[config.mk]
export PLATFORM = sky130hd
export DESIGN_NAME = ucsb_top
export DESIGN_NICKNAME = d
export VERILOG_FILES = /design/src/inc/ucsb_pkg.sv /design/src/rtl/ucsb_baud.sv /design/src/rtl/ucsb_top.sv
export SDC_FILE = /design/constraint.sdc
export NUM_CORES = 1
export LEC_CHECK = 0
export ABC_AREA = 1
export CELL_PAD_IN_SITES_DETAIL_PLACEMENT = 0
export CELL_PAD_IN_SITES_GLOBAL_PLACEMENT = 2
export CORE_UTILIZATION = 36
export DETAILED_ROUTE_END_ITERATION = 10
export DONT_BUFFER_PORTS = 1
export GPL_TIMING_DRIVEN = 0
export PLACE_DENSITY = 0.91
export SLEW_MARGIN = 10
export SYNTH_ARGS = -nofsm -noshare
export SYNTH_HDL_FRONTEND = slang
export SYNTH_SLANG_ARGS = --single-unit
[constraint.sdc]
create_clock -name sys_clk -period 2.25 [get_ports sys_clk]
set_clock_uncertainty 0.1 [all_clocks]
set_input_delay 0 -clock sys_clk [delete_from_list [all_inputs] [get_ports sys_clk]]
set_output_delay 0 -clock sys_clk [all_outputs]
set_load 0.02 [all_outputs]
[src/inc/ucsb_pkg.sv]
// constants for the serial control/status/baud block
// assumes a 32-bit avalon-mm slave with byte addresses, word-aligned registers
`default_nettype none
package ucsb_pkg;
    localparam int ADDR_W = 8;
    localparam int DATA_W = 32;
    // register indices; byte address is four times the index
    localparam logic [5:0] IDX_BAUD     = 6'h09;
    localparam logic [5:0] IDX_CTRL     = 6'h0A;
    localparam logic [5:0] IDX_STAT     = 6'h0B;
    localparam logic [5:0] IDX_DATA     = 6'h0C;
    localparam logic [5:0] IDX_IRQ_STAT = 6'h10;
    localparam logic [5:0] IDX_IRQ_MASK = 6'h11;
    // control fields
    localparam int CTL_RECEIVE_COMPLETE_IRQ_ENABLE = 7;
    localparam int CTL_TRANSMIT_COMPLETE_IRQ_ENABLE = 6;
    localparam int CTL_BUFFER_EMPTY_IRQ_ENABLE = 5;
    localparam int CTL_RECEIVER_ENABLE  = 4;
    localparam int CTL_TRANSMITTER_ENABLE  = 3;
    localparam int CTL_NINE_BIT_CHARACTER_MODE  = 2;
    localparam int CTL_RECEIVED_NINTH_BIT  = 1;
    localparam int CTL_TRANSMIT_NINTH_BIT  = 0;
    // status fields
    localparam int ST_RXC  = 7;
    localparam int ST_TXC  = 6;
    localparam int ST_TRANSMIT_BUFFER_EMPTY_FLAG = 5;
    localparam int ST_FE   = 4;
    localparam int ST_OR   = 3;
    // irq status/mask fields
    localparam int IRQ_RX   = 0;
    localparam int IRQ_TX   = 1;
    localparam int IRQ_BUFE = 2;
    localparam int IRQ_GIE  = 7;
    // reset values
    localparam logic [7:0] CTRL_RST = 8'h02;
    localparam logic [7:0] BAUD_RST = 8'h00;
    localparam logic [7:0] MASK_RST = 8'h00;
    // sixteen-times oversampling
    localparam logic [3:0] TICK_LAST = 4'hF;
    localparam logic [3:0] TICK_MID  = 4'h7;
    localparam logic [3:0] LAST8     = 4'h7;
    localparam logic [3:0] LAST9     = 4'h8;
    typedef enum logic [3:0] {
        RX_IDLE  = 4'b0001,
        RX_START = 4'b0010,
        RX_DATA  = 4'b0100,
        RX_STOP  = 4'b1000
    } ucsb_rx_state_t;
    typedef enum logic [3:0] {
        TX_IDLE  = 4'b0001,
        TX_START = 4'b0010,
        TX_DATA  = 4'b0100,
        TX_STOP  = 4'b1000
    } ucsb_tx_state_t;
endpackage
`default_nettype wire

[src/rtl/ucsb_baud.sv]
// sixteen-times bit-rate tick generator
// assumes the divisor is a registered value on the same clock
`default_nettype none
module ucsb_baud #(
    parameter int DIV_W = 8
) (
    input  wire logic             sys_clk,
    input  wire logic             sys_rst,
    input  wire logic [DIV_W-1:0] divisor,
    output var  logic             tick
);
    logic [DIV_W-1:0] cnt;
    wire              cnt_zero = (cnt == '0);

    // one tick every divisor+1 clocks gives clk/(16*(divisor+1)) baud
    always_ff @(posedge sys_clk) begin
        if (sys_rst) begin
            cnt  <= '0;
            tick <= 1'b0;
        end else begin
            cnt  <= cnt_zero ? divisor : cnt - 1'b1;
            tick <= cnt_zero;
        end
    end
endmodule
`default_nettype wire

[src/rtl/ucsb_top.sv]
// serial transmitter/receiver with control, status and baud divisor registers
// assumes an avalon-mm master on sys_clk and an asynchronous remote on the line
// Operation
// - stop bit sampled as one clears the framing error flag.
// - new character finished while data register unread is an overrun.
// - overrun flag shows only when software reads the held character.
// - character loaded without overrun clears the overrun flag.
// - status bits two to zero always read as zero.
// - receive-complete irq requested when enabled and flag sets.
// - transmit-complete irq requested when enabled and flag sets.
// - buffer-empty irq requested when enabled and flag sets.
// - receiver runs only when enabled; its flags cannot set otherwise (or_flag still sets on a data read after an earlier overrun).
// - disabling the receiver leaves its set flags untouched.
// - transmitter is switched on by setting transmitter enable bit three to one.
// - disabled transmitter still finishes shift and pending buffer characters.
// - nine-bit mode frames nine data bits with start and stop.
// - ninth received bit readable, ninth transmit bit write-only.
// - baud divisor is an eight-bit read/write register.
// - divisor values give the tabulated bit rates.
//
// Register access over Avalon-MM was decided locally.
`default_nettype none
module ucsb_top
    import ucsb_pkg::*;
(
    input  wire logic                          sys_clk,
    input  wire logic                          sys_rst,
    input  wire logic [ucsb_pkg::ADDR_W-1:0]   avs_address,
    input  wire logic                          avs_read,
    input  wire logic                          avs_write,
    input  wire logic [ucsb_pkg::DATA_W-1:0]   avs_writedata,
    input  wire logic [3:0]                    avs_byteenable,
    output var  logic [ucsb_pkg::DATA_W-1:0]   avs_readdata,
    output var  logic                          avs_waitrequest,
    input  wire logic                          rx_in,
    output var  logic                          tx_out,
    output var  logic                          irq
);
    // registers
    logic [7:0]     ctrl;
    logic [7:0]     baud_div;
    logic [7:0]     irq_stat;
    logic [7:0]     irq_mask;
    logic           rx_meta;
    logic           rx_sync;
    logic           tick16;
    ucsb_rx_state_t rx_st;
    logic [3:0]     rx_scnt;
    logic [3:0]     rx_bcnt;
    logic [8:0]     rx_sh;
    logic [7:0]     rx_data;
    logic           rx_ninth;
    logic           receive_complete_flag;
    logic           fe;
    logic           or_flag;
    logic           ovr_pend;
    ucsb_tx_state_t tx_st;
    logic [3:0]     tx_scnt;
    logic [3:0]     tx_bcnt;
    logic [8:0]     tx_sh;
    logic [8:0]     tx_buf;
    logic           buf_full;
    logic           transmit_complete_flag;
    logic           tx_active;

    // bus decode
    wire [5:0] idx     = avs_address[7:2];
    wire       acc     = (avs_read | avs_write) & ~avs_waitrequest;
    wire       wr_lo   = acc & avs_write & avs_byteenable[0];
    wire       rd_acc  = acc & avs_read;
    wire [7:0] wb      = avs_writedata[7:0];
    wire       wr_ctrl = wr_lo & (idx == IDX_CTRL);
    wire       wr_baud = wr_lo & (idx == IDX_BAUD);
    wire       wr_stat = wr_lo & (idx == IDX_STAT);
    wire       wr_data = wr_lo & (idx == IDX_DATA);
    wire       wr_ist  = wr_lo & (idx == IDX_IRQ_STAT);
    wire       wr_imsk = wr_lo & (idx == IDX_IRQ_MASK);
    wire       data_rd = rd_acc & (idx == IDX_DATA);

    wire rx_en = ctrl[CTL_RECEIVER_ENABLE];
    wire tx_en = ctrl[CTL_TRANSMITTER_ENABLE];
    wire nine  = ctrl[CTL_NINE_BIT_CHARACTER_MODE];
    wire [3:0] last_bit = nine ? LAST9 : LAST8;

    // status view; low three bits are constant zero
    wire [7:0] stat_view = {receive_complete_flag, transmit_complete_flag, ~buf_full, fe, or_flag, 3'b000};
    wire [7:0] ctrl_view = {ctrl[7:2], rx_ninth, 1'b0};

    wire [7:0] rd_mux = (idx == IDX_CTRL)     ? ctrl_view :
                        (idx == IDX_BAUD)     ? baud_div  :
                        (idx == IDX_STAT)     ? stat_view :
                        (idx == IDX_DATA)     ? rx_data   :
                        (idx == IDX_IRQ_STAT) ? irq_stat  :
                        (idx == IDX_IRQ_MASK) ? irq_mask  : 8'h00;

    // one wait cycle per access; read data is captured while the request waits
    always_ff @(posedge sys_clk) begin
        if (sys_rst) begin
            avs_waitrequest <= 1'b1;
            avs_readdata    <= 32'h0000_0000;
        end else begin
            avs_waitrequest <= ~((avs_read | avs_write) & avs_waitrequest);
            avs_readdata    <= {24'h00_0000, rd_mux};
        end
    end

    always_ff @(posedge sys_clk) begin
        if (sys_rst) begin
            ctrl     <= CTRL_RST;
            baud_div <= BAUD_RST;
            irq_mask <= MASK_RST;
        end else begin
            if (wr_ctrl) ctrl <= {wb[7:2], 1'b0, wb[0]};
            if (wr_baud) baud_div <= wb;
            if (wr_imsk) irq_mask <= wb;
        end
    end

    // line input is asynchronous: two flops before any use
    always_ff @(posedge sys_clk) begin
        if (sys_rst) begin
            rx_meta <= 1'b1;
            rx_sync <= 1'b1;
        end else begin
            rx_meta <= rx_in;
            rx_sync <= rx_meta;
        end
    end

    ucsb_baud #(
        .DIV_W (8)
    ) u_baud (
        .sys_clk (sys_clk),
        .sys_rst (sys_rst),
        .divisor (baud_div),
        .tick    (tick16)
    );

    // receiver
    wire rx_done = rx_en & tick16 & (rx_st == RX_STOP) & (rx_scnt == TICK_LAST);
    wire rx_busy = receive_complete_flag & ~data_rd;
    wire rx_load = rx_done & ~rx_busy;
    wire rx_ovr  = rx_done & rx_busy;

    always_ff @(posedge sys_clk) begin
        if (sys_rst || !rx_en) begin
            rx_st   <= RX_IDLE;
            rx_scnt <= 4'h0;
            rx_bcnt <= 4'h0;
            rx_sh   <= 9'h000;
        end else begin
            unique case (rx_st)
                RX_IDLE: begin
                    rx_scnt <= 4'h0;
                    if (!rx_sync) rx_st <= RX_START;
                end
                RX_START: if (tick16) begin
                    rx_scnt <= rx_scnt + 1'b1;
                    if (rx_scnt == TICK_MID) begin
                        rx_scnt <= 4'h0;
                        rx_bcnt <= 4'h0;
                        rx_st   <= rx_sync ? RX_IDLE : RX_DATA;
                    end
                end
                RX_DATA: if (tick16) begin
                    rx_scnt <= rx_scnt + 1'b1;
                    if (rx_scnt == TICK_LAST) begin
                        rx_sh   <= {rx_sync, rx_sh[8:1]};
                        rx_bcnt <= rx_bcnt + 1'b1;
                        if (rx_bcnt == last_bit) rx_st <= RX_STOP;
                    end
                end
                RX_STOP: if (tick16) begin
                    rx_scnt <= rx_scnt + 1'b1;
                    if (rx_scnt == TICK_LAST) rx_st <= RX_IDLE;
                end
            endcase
        end
    end

    // receive flags; disabling the receiver does not touch them
    always_ff @(posedge sys_clk) begin
        if (sys_rst) begin
            rx_data  <= 8'h00;
            rx_ninth <= CTRL_RST[CTL_RECEIVED_NINTH_BIT];
            receive_complete_flag      <= 1'b0;
            fe       <= 1'b0;
            or_flag  <= 1'b0;
            ovr_pend <= 1'b0;
        end else begin
            if (data_rd) begin
                receive_complete_flag <= 1'b0;
                if (ovr_pend) begin
                    or_flag  <= 1'b1;
                    ovr_pend <= 1'b0;
                end
            end
            if (rx_ovr) ovr_pend <= 1'b1;
            if (rx_load) begin
                rx_data  <= nine ? rx_sh[7:0] : rx_sh[8:1];
                rx_ninth <= nine ? rx_sh[8] : rx_ninth;
                receive_complete_flag      <= 1'b1;
                fe       <= ~rx_sync;
                or_flag  <= 1'b0;
            end
        end
    end

    // transmitter; once disabled it still sends the character in progress and any buffered one
    wire tx_bit_end = tick16 & (tx_scnt == TICK_LAST);
    wire tx_take    = (tx_st == TX_IDLE) & tx_active & buf_full;
    wire tx_fin     = (tx_st == TX_STOP) & tx_bit_end;
    wire txc_set    = tx_fin & ~(buf_full & tx_active);
    wire next_tx_active = tx_en | (tx_active & ((tx_st != TX_IDLE) | buf_full));

    always_ff @(posedge sys_clk) begin
        if (sys_rst) begin
            tx_active <= 1'b0;
        end else begin
            tx_active <= next_tx_active;
        end
    end

    always_ff @(posedge sys_clk) begin
        if (sys_rst) begin
            tx_buf   <= 9'h000;
            buf_full <= 1'b0;
        end else begin
            if (tx_take) buf_full <= 1'b0;
            if (wr_data) begin
                tx_buf   <= {ctrl[CTL_TRANSMIT_NINTH_BIT], wb};
                buf_full <= 1'b1;
            end
        end
    end

    always_ff @(posedge sys_clk) begin
        if (sys_rst) begin
            tx_st   <= TX_IDLE;
            tx_scnt <= 4'h0;
            tx_bcnt <= 4'h0;
            tx_sh   <= 9'h000;
            tx_out  <= 1'b1;
        end else begin
            unique case (tx_st)
                TX_IDLE: begin
                    tx_out  <= 1'b1;
                    tx_scnt <= 4'h0;
                    if (tx_take) begin
                        tx_sh <= tx_buf;
                        tx_st <= TX_START;
                    end
                end
                TX_START: begin
                    tx_out <= 1'b0;
                    if (tick16) tx_scnt <= tx_scnt + 1'b1;
                    if (tx_bit_end) begin
                        tx_bcnt <= 4'h0;
                        tx_st   <= TX_DATA;
                    end
                end
                TX_DATA: begin
                    tx_out <= tx_sh[0];
                    if (tick16) tx_scnt <= tx_scnt + 1'b1;
                    if (tx_bit_end) begin
                        tx_sh   <= {1'b1, tx_sh[8:1]};
                        tx_bcnt <= tx_bcnt + 1'b1;
                        if (tx_bcnt == last_bit) tx_st <= TX_STOP;
                    end
                end
                TX_STOP: begin
                    tx_out <= 1'b1;
                    if (tick16) tx_scnt <= tx_scnt + 1'b1;
                    if (tx_bit_end) tx_st <= TX_IDLE;
                end
            endcase
        end
    end

    always_ff @(posedge sys_clk) begin
        if (sys_rst) begin
            transmit_complete_flag <= 1'b0;
        end else begin
            // set wins over a write-one clear in the same cycle
            transmit_complete_flag <= txc_set | (transmit_complete_flag & ~(wr_stat & wb[ST_TXC]));
        end
    end

    // interrupt events, sticky, write one to clear, set wins
    wire [7:0] ev = {5'b00000, tx_take, txc_set, rx_load};
    wire [7:0] ien = {5'b00000, ctrl[CTL_BUFFER_EMPTY_IRQ_ENABLE], ctrl[CTL_TRANSMIT_COMPLETE_IRQ_ENABLE], ctrl[CTL_RECEIVE_COMPLETE_IRQ_ENABLE]};
    wire [7:0] next_irq_stat = ev | (irq_stat & ~({8{wr_ist}} & wb));

    always_ff @(posedge sys_clk) begin
        if (sys_rst) begin
            irq_stat <= 8'h00;
            irq      <= 1'b0;
        end else begin
            irq_stat <= next_irq_stat;
            irq      <= irq_mask[IRQ_GIE] & |(irq_stat & irq_mask & ien);
        end
    end
endmodule
`default_nettype wire

Word level (Yosys, flattened, before mapping)
Index checks and enable logic that the tools add are counted.
{"block": "word_totals", "register_bits": 145, "out_inout_bits": 35}
{"block": "classes", "add_sub_neg": 5, "n_eq_ne": 35, "muxes": 48, "n_bitwise": 46, "n_reduce_logical": 24}
{"cell": "$mux W4", "n": 24}
{"cell": "$mux W8", "n": 8}
{"cell": "$pmux W4 S4", "n": 2}
{"cell": "$and A1 B1 Y1", "n": 28}
{"cell": "$and A8 B8 Y8", "n": 3}
{"cell": "$eq A6 B4 Y1 const B", "n": 4}
{"cell": "$pmux W4 S2", "n": 3}
{"cell": "$mux W9", "n": 2}
{"cell": "$ne A2 B2 Y1 const B", "n": 9}
{"cell": "$pmux W9 S2", "n": 1}
{"cell": "$add A4 B1 Y4 const B", "n": 4}
{"cell": "$eq A4 B4 Y1 const B", "n": 4}
{"cell": "$eq A4 B3 Y1 const B", "n": 3}
{"cell": "$eq A6 B5 Y1 const B", "n": 2}
{"cell": "$ne A2 B1 Y1 const B", "n": 6}
{"cell": "$pmux W4 S3", "n": 1}
{"cell": "$reduce_bool A2 Y1", "n": 6}
{"cell": "$reduce_and A5 Y1", "n": 2}
{"cell": "$reduce_and A3 Y1", "n": 3}
{"cell": "$and A8 B3 Y8", "n": 1}
{"cell": "$eq A4 B1 Y1 const B", "n": 2}
{"cell": "$eq A4 B2 Y1 const B", "n": 2}
{"cell": "$eq A4 B4 Y1", "n": 2}
{"cell": "$logic_not A8 Y1", "n": 1}
{"cell": "16 further kinds", "n": 35}

Logic depth before layout (Yosys ltp)
{"block": "logic_depth", "ltp_word": 9, "mapped_depth": 9, "mapped_depth_nobuf": 9}

Cells and area by module
Synthesis repeated with hierarchy kept, for this count alone.
{"block": "unflattened", "cells_unflattened": 832, "area_unflattened_um2": 5873.1}
{"module": "ucsb_top", "n_inst": 1, "cells_each": 756, "area_per_inst_um2": 5340.1, "seq_area_each_um2": 2222.1}
{"module": "ucsb_baud", "n_inst": 1, "cells_each": 76, "area_per_inst_um2": 533.0, "seq_area_each_um2": 180.2}

Worst setup path before layout
Ideal clock, no wire load.
{"block": "synth_path", "kind": "register to register", "start": "register tx_scnt[0]", "end": "register tx_sh[6]", "setup_ns": 0.119, "arrival_time_ns": 1.339, "t_required_ns": 2.031, "setup_slack_ns": 0.692, "stages_incl_launch_ff": 8, "cell_sequence": "dfxtp_1 -> ha_1 -> nand4_1 -> nor2_1 -> nor2_1 -> buf_2 -> o21ai_0 -> a21oi_1"}
{"block": "synth_between", "elab_chain_len": 4}
{"item": "start, declared", "line_no": "ucsb_top.sv:58", "rtl": "logic [3:0] tx_scnt;"}
{"item": "start signal, assigned", "line_no": "ucsb_top.sv:256", "rtl": "if (tick16) tx_scnt <= tx_scnt + 1'b1;"}
{"item": "start signal, assigned", "line_no": "ucsb_top.sv:264", "rtl": "if (tick16) tx_scnt <= tx_scnt + 1'b1;"}
{"item": "start signal, assigned", "line_no": "ucsb_top.sv:273", "rtl": "if (tick16) tx_scnt <= tx_scnt + 1'b1;"}
{"item": "$eq A4 B4 Y1", "line_no": "ucsb_top.sv:210", "rtl": "wire tx_bit_end = tick16 & (tx_scnt == TICK_LAST);"}
{"item": "$and A1 B1 Y1", "line_no": "ucsb_top.sv:210"}
{"item": "$ne A2 B2 Y1 (no line)"}
{"item": "$reduce_and A3 Y1 (no line)"}
{"item": "end signal, assigned", "line_no": "ucsb_top.sv:250", "rtl": "tx_sh <= tx_buf;"}
{"item": "end signal, assigned", "line_no": "ucsb_top.sv:266", "rtl": "tx_sh <= {1'b1, tx_sh[8:1]};"}
{"item": "end, declared", "line_no": "ucsb_top.sv:60", "rtl": "logic [8:0] tx_sh;"}
Every way passes these cells.
A chain may end at the register's enable or synchronous reset.

Worst setup path after layout
{"block": "layout_path", "start": "register avs_waitrequest", "end": "register irq_mask[0]"}
{"block": "layout_between", "elab_chain_len": 5}
{"item": "start, declared", "line_no": "ucsb_top.sv:34", "rtl": "output var logic avs_waitrequest,"}
{"item": "start signal, assigned", "line_no": "ucsb_top.sv:102", "rtl": "avs_waitrequest <= ~((avs_read | avs_write) & avs_waitrequest);"}
{"item": "$not A1 Y1", "line_no": "ucsb_top.sv:68", "rtl": "wire acc = (avs_read | avs_write) & ~avs_waitrequest;"}
{"item": "$and A1 B1 Y1", "line_no": "ucsb_top.sv:68"}
{"item": "$and A1 B1 Y1 (2 in series)", "line_no": "ucsb_top.sv:69", "rtl": "wire wr_lo = acc & avs_write & avs_byteenable[0];"}
{"item": "$and A1 B1 Y1", "line_no": "ucsb_top.sv:77", "rtl": "wire wr_imsk = wr_lo & (idx == IDX_IRQ_MASK);"}
{"item": "end signal, assigned", "line_no": "ucsb_top.sv:115", "rtl": "if (wr_imsk) irq_mask <= wb;"}
{"item": "end, declared", "line_no": "ucsb_top.sv:43", "rtl": "logic [7:0] irq_mask;"}
Every way passes these cells.

==> impl_summary.md <==
Global route
The via count of the first global-routing pass is roughly 4.9k. The number of antenna violations at the first check in global routing is 0. The largest net degree at the start of global routing is 17. For this run the aggregate overflow at the end of global routing stands at 0. The global-route wire length before repair is between 20,000 and 25,000 µm. For this run, the total global-route usage over all layers was measured as about a fifth.

Synth
After synthesis, the share of flip-flops with an asynchronous set or reset is 0%. Counting distinct cell types in the post-synthesis netlist gives 39. Of the synthesized area, sequential elements account for 42.26%. The total number of yosys warnings is 0. The netlist area before placement is ~5700 µm². By area the synthesized netlist is led by sky130_fd_sc_hd__dfxtp_1 (42%), sky130_fd_sc_hd__nand2_1 (7.8%), sky130_fd_sc_hd__nor2_1 (7.7%), sky130_fd_sc_hd__o21ai_0 (6.8%), sky130_fd_sc_hd__inv_1 (6.4%). In the post-synthesis netlist, the cell with the most instances is sky130_fd_sc_hd__dfxtp_1. The register bit total from synthesis is 120. The count of mapped cells out of synthesis is between 700 and 800. The dominant cell type by area after synthesis is sky130_fd_sc_hd__dfxtp_1. Each instance of the synthesized netlist takes up on average ~7.2 µm². The flip-flop cell with the highest count after synthesis is sky130_fd_sc_hd__dfxtp_1. The share of synthesized area in the top cell type comes to 42.26%. After synthesis, the most frequently instantiated cells are sky130_fd_sc_hd__dfxtp_1 (120), sky130_fd_sc_hd__nand2_1 (118), sky130_fd_sc_hd__nor2_1 (116), sky130_fd_sc_hd__inv_1 (97), sky130_fd_sc_hd__o21ai_0 (77). The count of flip-flops with a built-in enable after synthesis is 0.

CTS
Clock-pin slew was measured on the worst setup and hold paths at roughly 0.060 ns. The total CTS buffers is 17. At the later pin of the worst-skew pair, clock insertion delay measures approximately 0.42 ns.

The root buffer cell is sky130_fd_sc_hd__clkbuf_16. The clock drives 120 sinks. The clock tree synthesis step divided the H-tree into 4 levels. The deepest clock path buffer count is 2.

The clock tree from TritonCTS is done.

Placement
The HPWL after detailed placement is about 11,000 µm. In this run the tool buffered the top-level ports with 0 buffer cells. The worst-case setup slack after placement is approximately 0.36 ns.

The final RePlAce weighted congestion is between 0.8 and 0.9.

Outcome
The flow ran to the end, and the final reports show no timing, DRC or antenna violations.

Floorplanning
During I/O placement, the number of pins put on the boundary was 84. In this run the horizontal extent of the chip is 127.7 µm. The row count is 45. The initial standard-cell utilization of the core is 37.12%. The floorplan step defined a core boundary enclosing between 15,000 and 20,000 µm². The die covers around 16,000 µm². The die is 127.7 µm tall.

Drt
The initial DRC count is 364. In the routed design, unresolved DRC markers number 0. The average routed wire per standard cell is 14.05 µm.

The remaining number of nets flagged by the antenna check after routing is 0. The vias after detailed routing is between 5k and 6k. After detailed routing, the number of vias per cell comes to around 4.8. The count of TritonRoute iterations in the first routing pass is 5. The routed design has about 15,000 µm of wire.

Final layout
The final layout contains 919 nets. The number of antenna diodes in the final layout is 0. The fraction of final layout cells sized beyond drive strength 1 is 10.95%.

The share of the core filled with cells in the final layout is between 40% and 50%. The growth of design area from synthesis to finish is 21.81%.

Worst setup path
The endpoint required time on the critical path is 2.46 ns. STA classifies the critical path endpoint as a flop. The delay contributed by the slowest stage of the critical path is roughly 0.55 ns.

By instance count, the cell type seen most on the critical path is sky130_fd_sc_hd__nor2_1. STA classifies the critical path startpoint as a flop. The worst setup path category is reg -> reg. The critical path goes through nor2_1 > nand2_1 > nor2_4 > inv_2 > nor2_1 > nor2_1 > dlygate4sd3_1. STA puts the critical path data arrival time at between 2 and 2.5 ns.

Of all nets on the critical path, the largest fanout is 10. The slowest stage of the critical path is the sky130_fd_sc_hd__dlygate4sd3_1 cell.

Job
The max-capacitance violation count is 0.

Timing
The number of hold violations in the final report was 0. The worst path in the final design needs a cycle of 2.051 ns, including I/O delays and setup. The final number of max-transition violations is 0. The final worst setup slack is 0.1990 ns. The total setup violations reported at the end of the flow is 0. The sum of negative setup slack is 0 ns.

Dividing the final minimum period by the clock period gives ~90%. The fmax is just under 500 MHz. The worst-margin pin slew is 0.7507 ns.

Setup repair after global routing left no endpoint under its margin. Measured against its own limit, the worst slew margin works out to about half.

Hold path
The worst min-delay path category is in -> reg.

Power and ir drop
IR analysis of the VDD net gives a maximum drop of approximately 600 µV. The power density of the placed cells is roughly 850 nW/µm². The leakage component of the power is between 2 and 3 nW.
-- per-stage QoR --
step / instances / power (mW) / hold slack (ns) / instance area (µm²)
3_3_place_gp: 1025 / 3.136 / 0.007458 / 6035
4_1_cts: 1086 / 5.905 / 0.01513 / 6907
3_5_place_dp: 1025 / 3.168 / 0.007533 / 6035
5_1_grt: 1088 / 6.157 / 0.06840 / 6924
2_1_floorplan: 814 / 2.994 / 0.003811 / 5771
6_report: 1088 / 5.863 / 0.04391 / 6924
-- area by class of cell --
class,instances,area [µm²]
fill,1561,8391
multi-input combinational,547,2683
sequential,120,2402
clock buffer,20,456.7
inverter,101,379.1
timing repair buffer,31,307.8
buffer,46,306.5
tap,211,264.0
clock inverter,12,125.1
-- worst max-delay path: cells and delay by family (launching register included) --
family | cells | cell delay (ns)
buffers and inverters | 2 | 0.67
and+or+nand+nor | 5 | 0.76
DFF | 1 | 0.39
-- cells by family (layout without fill, tap and decap cells) --
kind of cell | count (synthesis) | after routing | share of synthesized area, %
other | 1 | 24 | 0.06597
and+or+nand+nor | 352 | 352 | 28.33
buffers and inverters | 147 | 210 | 12.06
AOI/OAI and AO/OA | 151 | 151 | 13.65
muxes | 7 | 7 | 1.233
adders and majority gates | 6 | 6 | 1.321
DFF | 120 | 120 | 42.26
xor gates and xnor gates | 7 | 7 | 1.079
-- final timing paths --
kind | endpoint | cells after the start | slack, ns | start
worst min-delay path | avs_readdata[0] | 7 | 0.04 | avs_address[7]
worst max-delay path | irq_mask[0] | 7 | 0.20 | avs_waitrequest
worst min register to register | rx_sync | 1 | 0.32 | rx_meta
worst max register to register | irq_mask[0] | 7 | 0.20 | avs_waitrequest
-- layer usage --
metal  vias to the layer above  part of all wire (%)  routed length [µm]  GRT usage (%)
li1                       2678                     -                   -              -
met1                      2379                    45                6885          24.85
met2                       134                    48                7314          33.72
met3                        25                   5.3                 805          5.092
met4                         0                   1.9                 286          7.336
met5                         -                     0                   0              0
-- sequential cells by signal, indices dropped and copies added (netlist names), 7 cells and up --
| register | flops |
|---|---|
| rx_sh | 9 |
| tx_buf | 9 |
| tx_sh | 9 |
| avs_readdata | 8 |
| baud_div | 8 |
| irq_mask | 8 |
| irq_stat | 8 |
| rx_data | 8 |
| u_baud.cnt | 8 |
| ctrl | 7 |
-- layout by cell type, fill, tap and decap left out, types with 5 or more instances in the layout --
cell type                       instances
sky130_fd_sc_hd__o21ai_0               77
sky130_fd_sc_hd__dlygate4sd3_1         28
sky130_fd_sc_hd__nand3_1               61
sky130_fd_sc_hd__conb_1                24
sky130_fd_sc_hd__inv_1                 97
sky130_fd_sc_hd__dfxtp_1              120
sky130_fd_sc_hd__buf_4                 29
sky130_fd_sc_hd__nand4_1               24
sky130_fd_sc_hd__mux2i_1                7
sky130_fd_sc_hd__ha_1                   6
sky130_fd_sc_hd__a21oi_1               62
sky130_fd_sc_hd__clkinv_2               5
sky130_fd_sc_hd__buf_2                  6
sky130_fd_sc_hd__nor2_1               116
sky130_fd_sc_hd__clkbuf_1               8
sky130_fd_sc_hd__nand2_1              118
sky130_fd_sc_hd__nor2_4                 8
sky130_fd_sc_hd__clkbuf_16             17
-- power breakdown --
| group | switching (mW) | total [mW] | internal, mW |
|---|---|---|---|
| Sequential | 0.0856 | 2.32 | 2.23 |
| Combinational | 0.552 | 0.864 | 0.313 |
| Clock | 1.00 | 2.68 | 1.68 |
-- timing repair --
action,4_1_cts,5_1_grt
hold buffers,29,0
buffers inserted,0,2
hold endpoints to repair,73,0
resized for setup,0,1
setup endpoints to repair,0,2
No activity file was read; power rests on OpenSTA's default activity.
